## src/pkg/ppdm_regs.svh

```systemverilog
`ifndef PPDM_REGS_SVH
`define PPDM_REGS_SVH

// ==========================================================
// register byte offsets
`define PPDM_OFS_CTRL    8'h00
`define PPDM_OFS_PERIOD  8'h04
`define PPDM_OFS_MAKER   8'h08
`define PPDM_OFS_PART    8'h0C
`define PPDM_OFS_PSTAT   8'h10
`define PPDM_OFS_SSTAT   8'h14
`define PPDM_OFS_SCHK    8'h18

// ==========================================================
// field positions
`define PPDM_POL_MSB     1
`define PPDM_POL_LSB     0
`define PPDM_SWAP_MSB    3
`define PPDM_SWAP_LSB    2
`define PPDM_MODE_MSB    6
`define PPDM_MODE_LSB    4
`define PPDM_CHECK_MSB   10
`define PPDM_CHECK_LSB   8
`define PPDM_MAPLEN_MSB  21
`define PPDM_MAPLEN_LSB  16
`define PPDM_CODE_MSB    7
`define PPDM_CODE_LSB    0
`define PPDM_MAKER_MSB   15
`define PPDM_PART_MSB    23
`define PPDM_UNITS_MSB   11
`define PPDM_LINK_MSB    17
`define PPDM_LINK_LSB    16
`define PPDM_FAULT_BIT   18
`define PPDM_SVALID_BIT  0
`define PPDM_SEN_BIT     1
`define PPDM_ACT_MSB     5
`define PPDM_ACT_LSB     4
`define PPDM_MULT_MSB    5
`define PPDM_BASE_MSB    7
`define PPDM_BASE_LSB    6
`define PPDM_BYTE_W      8

// ==========================================================
// reset values
`define PPDM_MAKER_RST   16'h0001
`define PPDM_PART_RST    24'h000001
`define PPDM_CODE_RST    8'h00

// ==========================================================
// timing, times in microseconds except the clock period in nanoseconds
`define PPDM_CLK_NS        40
`define PPDM_BASE_US       100
`define PPDM_BASE_CYC      ((`PPDM_BASE_US * 1000) / `PPDM_CLK_NS)
`define PPDM_T_MIN_US      400
`define PPDM_T_B1_OFS_US   6400
`define PPDM_T_B1_STEP_US  400
`define PPDM_T_B2_OFS_US   32000
`define PPDM_T_B2_STEP_US  1600
`define PPDM_T_MAX_US      132800
`define PPDM_CODE_CLAMP_LO 8'h03
`define PPDM_CODE_CLAMP_HI 8'hC0

// ==========================================================
// bus answers
`define PPDM_RESP_OKAY   2'h0
`define PPDM_RESP_SLVERR 2'h2

`endif

```

## src/pkg/ppdm_pkg.sv

```systemverilog
package ppdm_pkg;
	typedef enum logic [1:0] {POL_KEEPVALID = 2'h0, POL_HOLD = 2'h1, POL_MARKINVALID = 2'h2} ppdm_pol_t;
	typedef enum logic [1:0] {SW_DIRECT = 2'h0, SW_HALF = 2'h1, SW_WORD = 2'h2, SW_FULL = 2'h3} ppdm_swap_t;
	typedef enum logic [2:0] {MODE_OFF = 3'h0, MODE_MANUAL = 3'h1, MODE_AUTO = 3'h2,
		MODE_DIN = 3'h3, MODE_DOUT = 3'h4} ppdm_mode_t;
	typedef enum logic [2:0] {CHK_NONE = 3'h0, CHK_V10 = 3'h1, CHK_V11 = 3'h2,
		CHK_BACKUP_RESTORE = 3'h3, CHK_RESTORE = 3'h4} ppdm_check_t;
	typedef enum logic [1:0] {ACT_NONE = 2'h0, ACT_CLEAR = 2'h1, ACT_BACKUP = 2'h2, ACT_RESTORE = 2'h3} ppdm_act_t;
	// gray along idle -> active -> fault
	typedef enum logic [1:0] {LINK_IDLE = 2'h0, LINK_ACTIVE = 2'h1, LINK_FAULT = 2'h3} ppdm_link_t;
	typedef logic [5:0] ppdm_len_t;

	typedef struct packed {
		ppdm_pol_t   pol;
		ppdm_swap_t  swap;
		ppdm_mode_t  mode;
		ppdm_check_t check;
		ppdm_len_t   mapLen;
	} ppdm_ctrl_t;

	typedef struct packed {
		logic [15:0] maker;
		logic [23:0] part;
	} ppdm_ident_t;

	typedef struct packed {
		logic        start;
		logic        down;
		logic        backupReq;
		logic [31:0] checksum;
	} ppdm_start_t;
endpackage

```

## src/rtl/ppdm_top.sv

```systemverilog
`include "ppdm_regs.svh"

// Behaviour
// - clear_keep_valid: fieldbus down or idle gives zero outputs, valid kept high.
// - hold: fieldbus down or idle keeps last received outputs, valid high.
// - clear_mark_invalid: fieldbus down or idle gives zero outputs, valid low.
// - order_halfword swaps bytes in each 16-bit group; direct passes through.
// - order_word reverses the four bytes of each 32-bit group.
// - full swap reverses byte order of the whole mapped field.
// - a two-byte mapping field is never swapped by order_word.
// - short device data is zero filled, then the whole field swapped.
// - period code zero selects automatic, device minimum cycle time.
// - automatic or too small period runs at the least allowed time.
// - period code: low six bits multiplier, top two bits time base.
// - base 00: multiplier times 0.1 ms.
// - base 01: 6.4 ms plus multiplier times 0.4 ms.
// - base 10: 32.0 ms plus multiplier times 1.6 ms.
// - codes 1 to 3 give 0.4 ms, codes 192 to 255 give 132.8 ms.
// - parameter_store enabled only in manual mode with a backup-restore or restore-only check.
// - start-up with check none, V1.0 or V1.1 clears the store.
// - backup-restore: backup if empty or requested, restore on checksum mismatch.
// - restore-only: restore only if data stored and checksums differ.
// - changing expected maker_code or part_code clears the store.
// - leaving manual mode forces check none and clears the store.
// - manual mode with a check other than none compares identity before start; autostart starts directly.
// - hold 16-bit maker_code and 24-bit part_code for identity comparison.
module ppdm_top import ppdm_pkg::*; #(
	parameter int MAP_BYTES   = 16,
	parameter int BASE_CYCLES = `PPDM_BASE_CYC
) (
	// clock and reset
	input  wire logic                   mclk,
	input  wire logic                   reset,
	// register bus
	input  wire logic [7:0]             s_axi_awaddr,
	input  wire logic                   s_axi_awvalid,
	output logic                        s_axi_awready,
	input  wire logic [31:0]            s_axi_wdata,
	input  wire logic [3:0]             s_axi_wstrb,
	input  wire logic                   s_axi_wvalid,
	output logic                        s_axi_wready,
	output logic [1:0]                  s_axi_bresp,
	output logic                        s_axi_bvalid,
	input  wire logic                   s_axi_bready,
	input  wire logic [7:0]             s_axi_araddr,
	input  wire logic                   s_axi_arvalid,
	output logic                        s_axi_arready,
	output logic [31:0]                 s_axi_rdata,
	output logic [1:0]                  s_axi_rresp,
	output logic                        s_axi_rvalid,
	input  wire logic                   s_axi_rready,
	// upstream mapping field
	input  wire logic                   upConnOk,
	input  wire logic                   upOutStrobe,
	input  wire logic [8*MAP_BYTES-1:0] upOutData,
	output logic [8*MAP_BYTES-1:0]      upInData,
	// connected device cyclic_payload
	input  wire logic [8*MAP_BYTES-1:0] devInData,
	input  wire ppdm_len_t              devLen,
	input  wire logic [11:0]            devMinCycle,
	output logic [8*MAP_BYTES-1:0]      devOutData,
	output logic                        devOutValid,
	// link start-up
	input  wire ppdm_start_t            linkEvt,
	input  wire ppdm_ident_t            devIdent,
	output logic                        startComm,
	output logic                        identFault,
	output logic                        doBackup,
	output logic                        doRestore,
	output logic [11:0]                 periodUnits,
	output logic                        cycleTick
);
	localparam int DW = 8 * MAP_BYTES;
	localparam int CW = $clog2(BASE_CYCLES + 1);
	localparam logic [11:0] MIN_U  = 12'(`PPDM_T_MIN_US / `PPDM_BASE_US);
	localparam logic [11:0] B1_OFS = 12'(`PPDM_T_B1_OFS_US / `PPDM_BASE_US);
	localparam logic [11:0] B1_STP = 12'(`PPDM_T_B1_STEP_US / `PPDM_BASE_US);
	localparam logic [11:0] B2_OFS = 12'(`PPDM_T_B2_OFS_US / `PPDM_BASE_US);
	localparam logic [11:0] B2_STP = 12'(`PPDM_T_B2_STEP_US / `PPDM_BASE_US);
	localparam logic [11:0] MAX_U  = 12'(`PPDM_T_MAX_US / `PPDM_BASE_US);

	typedef struct packed {
		logic            awReady;
		logic            wReady;
		logic            arReady;
		logic            awHeld;
		logic [7:0]      awAddr;
		logic            wHeld;
		logic [31:0]     wData;
		logic [3:0]      wStrb;
		logic            bvalid;
		logic [1:0]      bresp;
		logic            rvalid;
		logic [31:0]     rdata;
		logic [1:0]      rresp;
		ppdm_ctrl_t      ctrl;
		logic [7:0]      periodCode;
		ppdm_ident_t     ident;
		logic [DW-1:0]   lastOut;
		logic [DW-1:0]   devOut;
		logic            devOutValid;
		logic [DW-1:0]   upIn;
		logic [11:0]     periodUnits;
		logic [CW-1:0]   subCnt;
		logic [11:0]     unitCnt;
		logic            cycleTick;
		ppdm_link_t      link;
		logic            identFault;
		logic            startComm;
		logic            doBackup;
		logic            doRestore;
		logic            storedValid;
		logic [31:0]     storedChecksum;
		ppdm_act_t       lastAction;
	} ppdm_state_t;

	function automatic ppdm_state_t rstState();
		ppdm_state_t s;
		s = '0;
		s.ctrl.pol    = POL_MARKINVALID;
		s.ctrl.mapLen = ppdm_len_t'(MAP_BYTES);
		s.ident.maker = `PPDM_MAKER_RST;
		s.ident.part  = `PPDM_PART_RST;
		s.periodCode  = `PPDM_CODE_RST;
		return s;
	endfunction
	localparam ppdm_state_t RST_ST = rstState();

	ppdm_state_t st;
	ppdm_state_t next_st;

	// ==========================================================
	// byte ordering
	// bytes at or above pre are zero before the swap, at or above post after it
	function automatic logic [DW-1:0] swapField(input logic [DW-1:0] d, input ppdm_swap_t m,
			input ppdm_len_t lenMap, input ppdm_len_t pre, input ppdm_len_t post);
		logic [DW-1:0] r;
		int            src;
		r = '0;
		for (int i = 0; i < MAP_BYTES; i++) begin
			case (m)
				SW_HALF: src = i ^ 1;
				SW_WORD: src = (lenMap > 6'h02) ? (i ^ 3) : i;
				SW_FULL: src = int'(lenMap) - 1 - i;
				default: src = i;
			endcase
			if (i < int'(lenMap) && i < int'(post) && src >= 0 && src < int'(lenMap) && src < int'(pre)
					&& src < MAP_BYTES) begin
				r[`PPDM_BYTE_W*i +: `PPDM_BYTE_W] = d[`PPDM_BYTE_W*src +: `PPDM_BYTE_W];
			end
		end
		return r;
	endfunction

	// ==========================================================
	// period code decode, result in 0.1 ms units
	function automatic logic [11:0] periodDecode(input logic [7:0] code, input logic [11:0] devMin);
		logic [11:0] u;
		logic [11:0] mult;
		logic [11:0] floorU;
		mult = 12'(code[`PPDM_MULT_MSB:0]);
		case (code[`PPDM_BASE_MSB:`PPDM_BASE_LSB])
			2'h0: u = mult;
			2'h1: u = B1_OFS + mult * B1_STP;
			2'h2: u = B2_OFS + mult * B2_STP;
			default: u = MAX_U;
		endcase
		if (code == 8'h00) begin
			u = 12'h000;
		end else if (code <= `PPDM_CODE_CLAMP_LO) begin
			u = MIN_U;
		end
		floorU = (devMin > MIN_U) ? devMin : MIN_U;
		if (u <= floorU) begin
			u = floorU;
		end
		return u;
	endfunction

	// ==========================================================
	// register images
	function automatic logic [31:0] ctrlImage(input ppdm_ctrl_t c);
		logic [31:0] r;
		r = '0;
		r[`PPDM_POL_MSB:`PPDM_POL_LSB]       = c.pol;
		r[`PPDM_SWAP_MSB:`PPDM_SWAP_LSB]     = c.swap;
		r[`PPDM_MODE_MSB:`PPDM_MODE_LSB]     = c.mode;
		r[`PPDM_CHECK_MSB:`PPDM_CHECK_LSB]   = c.check;
		r[`PPDM_MAPLEN_MSB:`PPDM_MAPLEN_LSB] = c.mapLen;
		return r;
	endfunction

	function automatic logic [31:0] merge(input logic [31:0] o, input logic [31:0] n, input logic [3:0] s);
		logic [31:0] r;
		r = o;
		for (int b = 0; b < 4; b++) begin
			if (s[b]) begin
				r[`PPDM_BYTE_W*b +: `PPDM_BYTE_W] = n[`PPDM_BYTE_W*b +: `PPDM_BYTE_W];
			end
		end
		return r;
	endfunction

	// ==========================================================
	// next state
	always_comb begin
		logic [31:0] img;
		logic [31:0] mrg;
		logic        clearStore;
		logic        storeEnable;
		logic        hit;
		img         = '0;
		mrg         = '0;
		clearStore  = 1'b0;
		storeEnable = 1'b0;
		hit         = 1'b1;
		next_st     = st;
		next_st.startComm = 1'b0;
		next_st.doBackup  = 1'b0;
		next_st.doRestore = 1'b0;
		next_st.cycleTick = 1'b0;

		// write address and data, either order
		if (st.awReady && s_axi_awvalid) begin
			next_st.awHeld = 1'b1;
			next_st.awAddr = s_axi_awaddr;
		end
		if (st.wReady && s_axi_wvalid) begin
			next_st.wHeld = 1'b1;
			next_st.wData = s_axi_wdata;
			next_st.wStrb = s_axi_wstrb;
		end
		if (st.bvalid && s_axi_bready) begin
			next_st.bvalid = 1'b0;
		end
		if (st.awHeld && st.wHeld) begin
			next_st.awHeld = 1'b0;
			next_st.wHeld  = 1'b0;
			next_st.bvalid = 1'b1;
			case (st.awAddr)
				`PPDM_OFS_CTRL: img = ctrlImage(st.ctrl);
				`PPDM_OFS_PERIOD: img = 32'(st.periodCode);
				`PPDM_OFS_MAKER: img = 32'(st.ident.maker);
				`PPDM_OFS_PART: img = 32'(st.ident.part);
				`PPDM_OFS_PSTAT, `PPDM_OFS_SSTAT, `PPDM_OFS_SCHK: img = '0;
				default: hit = 1'b0;
			endcase
			mrg = merge(img, st.wData, st.wStrb);
			next_st.bresp = hit ? `PPDM_RESP_OKAY : `PPDM_RESP_SLVERR;
			case (st.awAddr)
				`PPDM_OFS_CTRL: begin
					next_st.ctrl.pol    = ppdm_pol_t'(mrg[`PPDM_POL_MSB:`PPDM_POL_LSB]);
					next_st.ctrl.swap   = ppdm_swap_t'(mrg[`PPDM_SWAP_MSB:`PPDM_SWAP_LSB]);
					next_st.ctrl.mode   = ppdm_mode_t'(mrg[`PPDM_MODE_MSB:`PPDM_MODE_LSB]);
					next_st.ctrl.check  = ppdm_check_t'(mrg[`PPDM_CHECK_MSB:`PPDM_CHECK_LSB]);
					next_st.ctrl.mapLen = mrg[`PPDM_MAPLEN_MSB:`PPDM_MAPLEN_LSB];
					if (st.ctrl.mode == MODE_MANUAL && next_st.ctrl.mode != MODE_MANUAL) begin
						next_st.ctrl.check = CHK_NONE;
						clearStore = 1'b1;
					end
				end
				`PPDM_OFS_PERIOD: next_st.periodCode = mrg[`PPDM_CODE_MSB:`PPDM_CODE_LSB];
				`PPDM_OFS_MAKER: begin
					next_st.ident.maker = mrg[`PPDM_MAKER_MSB:0];
					clearStore = (mrg[`PPDM_MAKER_MSB:0] != st.ident.maker);
				end
				`PPDM_OFS_PART: begin
					next_st.ident.part = mrg[`PPDM_PART_MSB:0];
					clearStore = (mrg[`PPDM_PART_MSB:0] != st.ident.part);
				end
				default: ;
			endcase
		end

		// read channel
		if (st.rvalid && s_axi_rready) begin
			next_st.rvalid = 1'b0;
		end
		if (st.arReady && s_axi_arvalid) begin
			next_st.rvalid = 1'b1;
			next_st.rresp  = `PPDM_RESP_OKAY;
			next_st.rdata  = '0;
			case (s_axi_araddr)
				`PPDM_OFS_CTRL: next_st.rdata = ctrlImage(st.ctrl);
				`PPDM_OFS_PERIOD: next_st.rdata = 32'(st.periodCode);
				`PPDM_OFS_MAKER: next_st.rdata = 32'(st.ident.maker);
				`PPDM_OFS_PART: next_st.rdata = 32'(st.ident.part);
				`PPDM_OFS_PSTAT: begin
					next_st.rdata[`PPDM_UNITS_MSB:0]               = st.periodUnits;
					next_st.rdata[`PPDM_LINK_MSB:`PPDM_LINK_LSB] = st.link;
					next_st.rdata[`PPDM_FAULT_BIT]                = st.identFault;
				end
				`PPDM_OFS_SSTAT: begin
					next_st.rdata[`PPDM_SVALID_BIT]             = st.storedValid;
					next_st.rdata[`PPDM_SEN_BIT]                = st.ctrl.mode == MODE_MANUAL
						&& (st.ctrl.check == CHK_BACKUP_RESTORE || st.ctrl.check == CHK_RESTORE);
					next_st.rdata[`PPDM_ACT_MSB:`PPDM_ACT_LSB] = st.lastAction;
				end
				`PPDM_OFS_SCHK: next_st.rdata = st.storedChecksum;
				default: next_st.rresp = `PPDM_RESP_SLVERR;
			endcase
		end

		// parameter_store clears from register writes
		if (clearStore) begin
			next_st.storedValid    = 1'b0;
			next_st.storedChecksum = '0;
			next_st.lastAction     = ACT_CLEAR;
		end

		// link start-up: identity check, then store decision
		storeEnable = next_st.ctrl.mode == MODE_MANUAL
			&& (next_st.ctrl.check == CHK_BACKUP_RESTORE || next_st.ctrl.check == CHK_RESTORE);
		if (linkEvt.start && (next_st.ctrl.mode == MODE_MANUAL || next_st.ctrl.mode == MODE_AUTO)) begin
			if (next_st.ctrl.mode == MODE_MANUAL && next_st.ctrl.check != CHK_NONE
					&& devIdent != next_st.ident) begin
				next_st.identFault = 1'b1;
				next_st.link       = LINK_FAULT;
			end else begin
				next_st.identFault = 1'b0;
				next_st.link       = LINK_ACTIVE;
				next_st.startComm  = 1'b1;
				if (next_st.ctrl.check == CHK_NONE || next_st.ctrl.check == CHK_V10
						|| next_st.ctrl.check == CHK_V11) begin
					next_st.storedValid    = 1'b0;
					next_st.storedChecksum = '0;
					next_st.lastAction     = ACT_CLEAR;
				end else if (storeEnable && next_st.ctrl.check == CHK_BACKUP_RESTORE
						&& (!next_st.storedValid || linkEvt.backupReq)) begin
					next_st.doBackup       = 1'b1;
					next_st.storedValid    = 1'b1;
					next_st.storedChecksum = linkEvt.checksum;
					next_st.lastAction     = ACT_BACKUP;
				end else if (storeEnable && next_st.storedValid && !linkEvt.backupReq
						&& next_st.storedChecksum != linkEvt.checksum) begin
					next_st.doRestore  = 1'b1;
					next_st.lastAction = ACT_RESTORE;
				end else begin
					next_st.lastAction = ACT_NONE;
				end
			end
		end else if (linkEvt.down) begin
			next_st.link = LINK_IDLE;
		end

		// cyclic_payload toward the device; hold and healthy share one path
		if (upConnOk && upOutStrobe) begin
			next_st.lastOut = upOutData;
		end
		if (upConnOk || st.ctrl.pol == POL_HOLD) begin
			next_st.devOut = swapField(next_st.lastOut, st.ctrl.swap, st.ctrl.mapLen, st.ctrl.mapLen, devLen);
			next_st.devOutValid = 1'b1;
		end else if (st.ctrl.pol == POL_KEEPVALID) begin
			next_st.devOut      = '0;
			next_st.devOutValid = 1'b1;
		end else begin
			next_st.devOut      = '0;
			next_st.devOutValid = 1'b0;
		end
		next_st.upIn = swapField(devInData, st.ctrl.swap, st.ctrl.mapLen, devLen, st.ctrl.mapLen);

		// port period and cycle tick
		next_st.periodUnits = periodDecode(st.periodCode, devMinCycle);
		if (st.link == LINK_ACTIVE) begin
			if (st.subCnt == CW'(BASE_CYCLES - 1)) begin
				next_st.subCnt = '0;
				if (st.unitCnt >= st.periodUnits - 12'h001) begin
					next_st.unitCnt   = '0;
					next_st.cycleTick = 1'b1;
				end else begin
					next_st.unitCnt = st.unitCnt + 12'h001;
				end
			end else begin
				next_st.subCnt = st.subCnt + CW'(1);
			end
		end else begin
			next_st.subCnt  = '0;
			next_st.unitCnt = '0;
		end

		// one transaction of each direction at a time
		next_st.awReady = !next_st.awHeld && !next_st.bvalid;
		next_st.wReady  = !next_st.wHeld && !next_st.bvalid;
		next_st.arReady = !next_st.rvalid;
	end

	always_ff @(posedge mclk or posedge reset) begin
		if (reset) begin
			st <= RST_ST;
		end else begin
			st <= next_st;
		end
	end

	// ==========================================================
	// outputs
	assign s_axi_awready = st.awReady;
	assign s_axi_wready  = st.wReady;
	assign s_axi_bresp   = st.bresp;
	assign s_axi_bvalid  = st.bvalid;
	assign s_axi_arready = st.arReady;
	assign s_axi_rdata   = st.rdata;
	assign s_axi_rresp   = st.rresp;
	assign s_axi_rvalid  = st.rvalid;
	assign upInData      = st.upIn;
	assign devOutData    = st.devOut;
	assign devOutValid   = st.devOutValid;
	assign startComm     = st.startComm;
	assign identFault    = st.identFault;
	assign doBackup      = st.doBackup;
	assign doRestore     = st.doRestore;
	assign periodUnits   = st.periodUnits;
	assign cycleTick     = st.cycleTick;
endmodule // ppdm_top

```

## config.mk

```make
export PLATFORM = sky130hd
export DESIGN_NAME = ppdm_top
export DESIGN_NICKNAME = d
export VERILOG_FILES = /design/src/pkg/ppdm_pkg.sv /design/src/rtl/ppdm_top.sv
export VERILOG_INCLUDE_DIRS = /design/src /design/src/pkg
export SDC_FILE = /design/constraint.sdc
export NUM_CORES = 2
export LEC_CHECK = 0
export BUFFER_PORTS_ARGS = -buffer_cell sky130_fd_sc_hd__buf_4
export CORE_MARGIN = 2
export CORE_UTILIZATION = 25
export DETAILED_ROUTE_END_ITERATION = 6
export GPL_TIMING_DRIVEN = 0
export HOLD_SLACK_MARGIN = 0.1
export PLACE_DENSITY = 0.46
export SLEW_MARGIN = 15
export SYNTH_ARGS = -nofsm -noshare
export SYNTH_HDL_FRONTEND = slang
export SYNTH_SLANG_ARGS = --single-unit
```

## constraint.sdc

```tcl
create_clock -name mclk -period 22 [get_ports mclk]
set_input_delay 2.2 -clock mclk [delete_from_list [all_inputs] [get_ports mclk]]
set_output_delay 2.2 -clock mclk [all_outputs]
set_load 0.02 [all_outputs]
```

Yosys cells after proc, flatten, opt, wreduce, memory -nomap -nowiden. Index checks and enable logic that the tools add are counted.

Input port bits: 410. Register bits: 614. Output and inout port bits: 315. Logic and storage cells: 606.

Add/sub/neg operators: 21. Order comparisons: 149. Shift-type cells: 32. Equality and inequality tests: 35. Muxes and demuxes: 143. Reductions and logical operators: 189.

Operator list (count): 128-bit by 32-bit variable part select with 8-bit output (32); 32-bit by 7-bit < comparator with 1-bit output (48); 32-bit one-hot mux with 3 select lines (16); 32-bit by 1-bit greater-or-equal comparator with 1-bit output (second input constant) (32); 32-bit by 6-bit < comparator with 1-bit output (second input constant) (32); 32-bit two-way mux (16); 8-bit two-way mux (39); 1-bit logical AND (164); 129-bit two-way mux (1); 128-bit two-way mux (1); 35-bit two-way mux (3); 4-bit by 6-bit < comparator with 1-bit output (first input constant) (16); 24-bit one-hot mux with 4 select lines (1); 12-bit two-way mux (7); 38-bit two-way mux (2); 7-bit by 5-bit subtractor with 8-bit output (second input constant) (8); 60-bit two-way mux (1); 8-bit by 5-bit equality test with 1-bit output (second input constant) (6); 3-bit by 6-bit < comparator with 1-bit output (first input constant) (8); 24-bit two-way mux (2); 2-bit two-way mux (23); 40-bit != test (1); 13-bit one-hot mux with 3 select lines (1); 37-bit two-way mux (1); 50 further kinds (108).

Depth between registers and ports, before layout.
Word-level depth: 20. Gate-level depth with buffers: 20. Gate-level depth less buffers: 18.

Least setup slack after synthesis. Ideal clock, no wire load.

Path type: input to register. Start: in devMinCycle[11]. End: reg st (netlist bit periodUnits[10]). Path slack: 16800 ps. Cell stages on the path: 16. Buffers on the path: 1. Setup time: 125 ps. Arrival time: 5075 ps. Required time: 21875 ps. Path through: nor4_1 -> nand4_1 -> nand2_1 -> ha_1 -> nor2b_1 -> o21a_1 -> o21a_1 -> o21a_1 -> o21a_1 -> o21ai_0 -> nand2b_1 -> a21oi_1 -> o21ai_0 -> o31ai_1 -> clkbuf_1 -> mux2_2.

RTL lines: from (decl) (RTL line ppdm_top.sv:60) `input wire logic [11:0] devMinCycle,`; to (signal assigned) (RTL line ppdm_top.sv:391) `st <= next_st;`; to (decl) (RTL line ppdm_top.sv:129) `ppdm_state_t st;`.

==> reports/results.tsv <==
stage	metric	value	unit
run_status	status	complete, but fails checks	
run_status	failing checks	DRC	
floorplanning	Chip Height	427	um
cts	Worst-Skew Late Latency	0.72	ns
floorplanning	Starting Density	0.251	
timing	RSZ-0062 raised after global routing	false	
cells_and_area	layout cells sized above 1	0.291	
critical_path	Crit-path slowest cell	a2111oi_1	
logic_synthesis	top cells by area, synth	dfrtp_1 33%, mux4_2 14%, mux2i_1 8.4%	
logic_synthesis	most common cell in the synthesized netlist	nand2_1	
logic_synthesis	Synth cell types	91	
detailed_routing	routed len/inst	30.2	um
global_route	first-pass GRT wire length	321000	um
global_route	GR Overflow Total	0	
cells_and_area	Final Net Count	5948	
critical_path	worst endpoint data arrival time	9.01	ns
logic_synthesis	post-synthesis sequential area ratio	0.337	
cells_and_area	multi-input logic area	0.0253	mm^2
detailed_routing	Residual DRC	4	
critical_path	worst reg2reg path startpoint	st[515]	
cells_and_area	Synth-to-Final Area Change	25.5	%
logic_synthesis	Synth area leader	dfrtp_1	
place	Final GP Congestion	1.00	
cts	Longest Clk Path Bufs	3	
floorplanning	area of the core	0.178	mm^2
cts	Post-CTS Resized	0	
floorplanning	I/O pin count	725	
critical_path	WP data required	22.53	ns
cts	postcts setup bufs	0	
logic_synthesis	Ys Warns	0	
critical_path	crit path kind	reg -> reg	
cts	H-Tree Depth	3	
timing	Total Neg Setup Slack	0	ns
floorplanning	Die Wd	427	um
floorplanning	row cnt	155	
timing	Fin. Hold Viols	0	
cts	Post-CTS Hold Fix Bufs	0	
global_route	largest net degree at the start of global routing	101	
place	HPWL after detailed placement	192000	um
cts	clock slew at reported path FFs	0.07	ns
min_path	Worst Hold Class	reg -> reg	
detailed_routing	DRT iter0 DRCs	4618	
detailed_routing	vias per cell	5.31	
logic_synthesis	Primary FF master, synth	dfrtp_1	
timing	clk_skew	0.0433	ns
logic_synthesis	Synth Instances	4561	
pwr	Total Power	4.54	mW
global_route	vias in the first global route	40100	
cts	CTS Buf Count	80	
logic_synthesis	synthesized area	0.0448	mm^2
critical_path	Startpoint Class	register	
critical_path	flop2flop setup slack	13.52	ns
cts	clk sinks	603	
logic_synthesis	Post-synth ARST share	1.00	
floorplanning	die footprint	0.183	mm^2
cells_and_area	fillers	18500	
critical_path	most frequent cell on the critical path	clkbuf_1	
pwr	power per cell area	80.7	mW/mm^2
timing	fin. max-slew vios	0	
detailed_routing	Routed WL	236000	um
place	Buffers on Ports	712	
cts	root buffer cell	clkbuf_16	
timing	WHS	0.467	ns
logic_synthesis	average instance area after synthesis	9.82	um^2
cells_and_area	FF/Latch Area	0.0151	mm^2
logic_synthesis	Synth top area share	0.335	
min_path	hold depth	2	
critical_path	CP cell instances	clkbuf_1, nor4_1, o21ai_1, o211ai_1, inv_1, clkbuf_1, buf_1, clkbuf_1, ha_1, a21o_1, a21o_1, a21oi_1, nor2_1, a2111oi_1, nand3b_1, a211oi_1	
critical_path	CP max stage delay	1.05	ns
critical_path	worst r2r path cells	16	
logic_synthesis	EDFF count, synth	0	
flow_run	Max Cap Viol	0	
detailed_routing	DR pass1 iterations	7	
timing	Final min period	8.48	ns
global_route	total global-route track usage	0.250	
critical_path	crit path capture type	register	
pwr	worst vdd ir	71.8	uV
detailed_routing	Final ANT Viol Nets	0	
place	pre-CTS setup slack	14.03	ns
timing	relative slew slack	0.107	
timing	Setup violations, final	0	
timing	Period Utilization, post-route	0.385	
critical_path	FF-to-FF End	upInData[39]	
timing	worst setup margin	13.52	ns
global_route	initial antenna violation count	21	
logic_synthesis	most frequent cells after synthesis	673 x nand2_1, 599 x dfrtp_1, 376 x mux2i_1	
min_path	HP Start	s_axi_rdata[29]	
timing	Worst Tran Pin Value	1.34	ns
pwr	Leak	26.8	nW
min_path	Worst Hold Path EP	s_axi_rdata[29]	
logic_synthesis	Yosys reg bits	603	
cts	CTS tree	yes	
critical_path	worst-path fanout max	11	
timing	Fmax	118	MHz
detailed_routing	Vias	41400	
==> critical path: cells and delay by family, from the launching register on <==
kind            cells  cell delay, ns
fa+ha+maj           1            0.40
simple gates        3            0.95
flops               1            0.51
buf+inv             5            3.59
compound gates      7            2.84
==> cell usage in the layout (no fill, tap or decap), types with 13 or more instances in the layout <==
cell type	n
nor4_1	28
buf_2	27
a221oi_1	15
a21oi_1	237
clkbuf_16	81
nand3_1	51
xor2_1	47
or3_1	17
and2_1	33
a22o_1	43
o211ai_1	13
o21ai_0	156
clkbuf_1	185
nor2b_1	48
mux2i_1	376
ha_1	165
nand4_1	27
buf_6	13
xnor2_1	92
dfrtp_1	599
and3_1	95
o21a_1	13
buf_4	1029
a211oi_1	73
a211o_1	18
mux4_2	278
nor2_1	170
a21o_1	43
a31oi_1	21
mux2_2	55
buf_1	62
nor3_1	44
nand3b_1	18
inv_1	260
nand2_1	673
nand2b_1	34
a22oi_1	37
o22ai_1	15
==> sequential cells by signal (all words and copies together), names as in the netlist <==
register and flops:
s_axi_rresp 1, startComm 1, s_axi_wready 1, s_axi_rvalid 1, identFault 1, doRestore 1
doBackup 1, s_axi_arready 1, s_axi_bvalid 1, upInData 128, st 290, cycleTick 1
periodUnits 12, s_axi_awready 1, s_axi_bresp 1, s_axi_rdata 32, devOutValid 1, devOutData 128
==> through the flow <==
stage	cells	area, um^2	util
after floorplan	4562	44800	-
after global placement	7629	53100	0.298
after detailed placement	7645	53400	0.300
after CTS	7790	56200	0.315
after global routing	7801	56200	0.315
final	7802	56200	0.315
==> cell type report <==
cell class,count,area share
multi-input cells,3114,0.451
flip-flops and latches,603,0.269
repair buffers,729,0.0997
plain buffers,578,0.0613
well taps,2355,0.0524
clock buffers,110,0.0400
inverters,267,0.0180
clock inverters,35,0.00882
diodes,11,0.000490
==> worst max path at each step <==
stage,startpoint,endpoint
finish,st[515],upInData[39]
global route,st[515],upInData[39]
CTS,st[515],upInData[39]
detailed placement,st[515],upInData[39]
global placement,reset,st[419]
floorplan,reset,cycleTick
==> cell families (layout without fill, tap and decap cells) <==
kind of cell / count (synthesis) / count (layout) / synth area share
AO/OA/AOI/OAI: 810 / 810 / 0.119
XOR/XNOR: 140 / 140 / 0.0274
adder cells (fa/ha/maj): 165 / 165 / 0.0461
buffers and inverters: 845 / 1719 / 0.0992
flip-flops: 603 / 603 / 0.337
multiplexers: 709 / 709 / 0.238
other: 1 / 13 / 0.0000837
AND/OR/NAND/NOR: 1288 / 1288 / 0.134
==> routing by layer <==
| metal | track usage | share of wire |
|---|---|---|
| met5 | 0.00291 | 0.00030 |
| met4 | 0.122 | 0.054 |
| met3 | 0.0399 | 0.070 |
| met2 | 0.382 | 0.45 |
| met1 | 0.342 | 0.43 |
==> power breakdown <==
part           internal [mW]  leakage (nW)  switching, mW
logic                  0.651          17.5           1.13
clock network          0.827          1.34          0.578
registers               1.22          7.97          0.130
(Power assumes the default switching activity.)
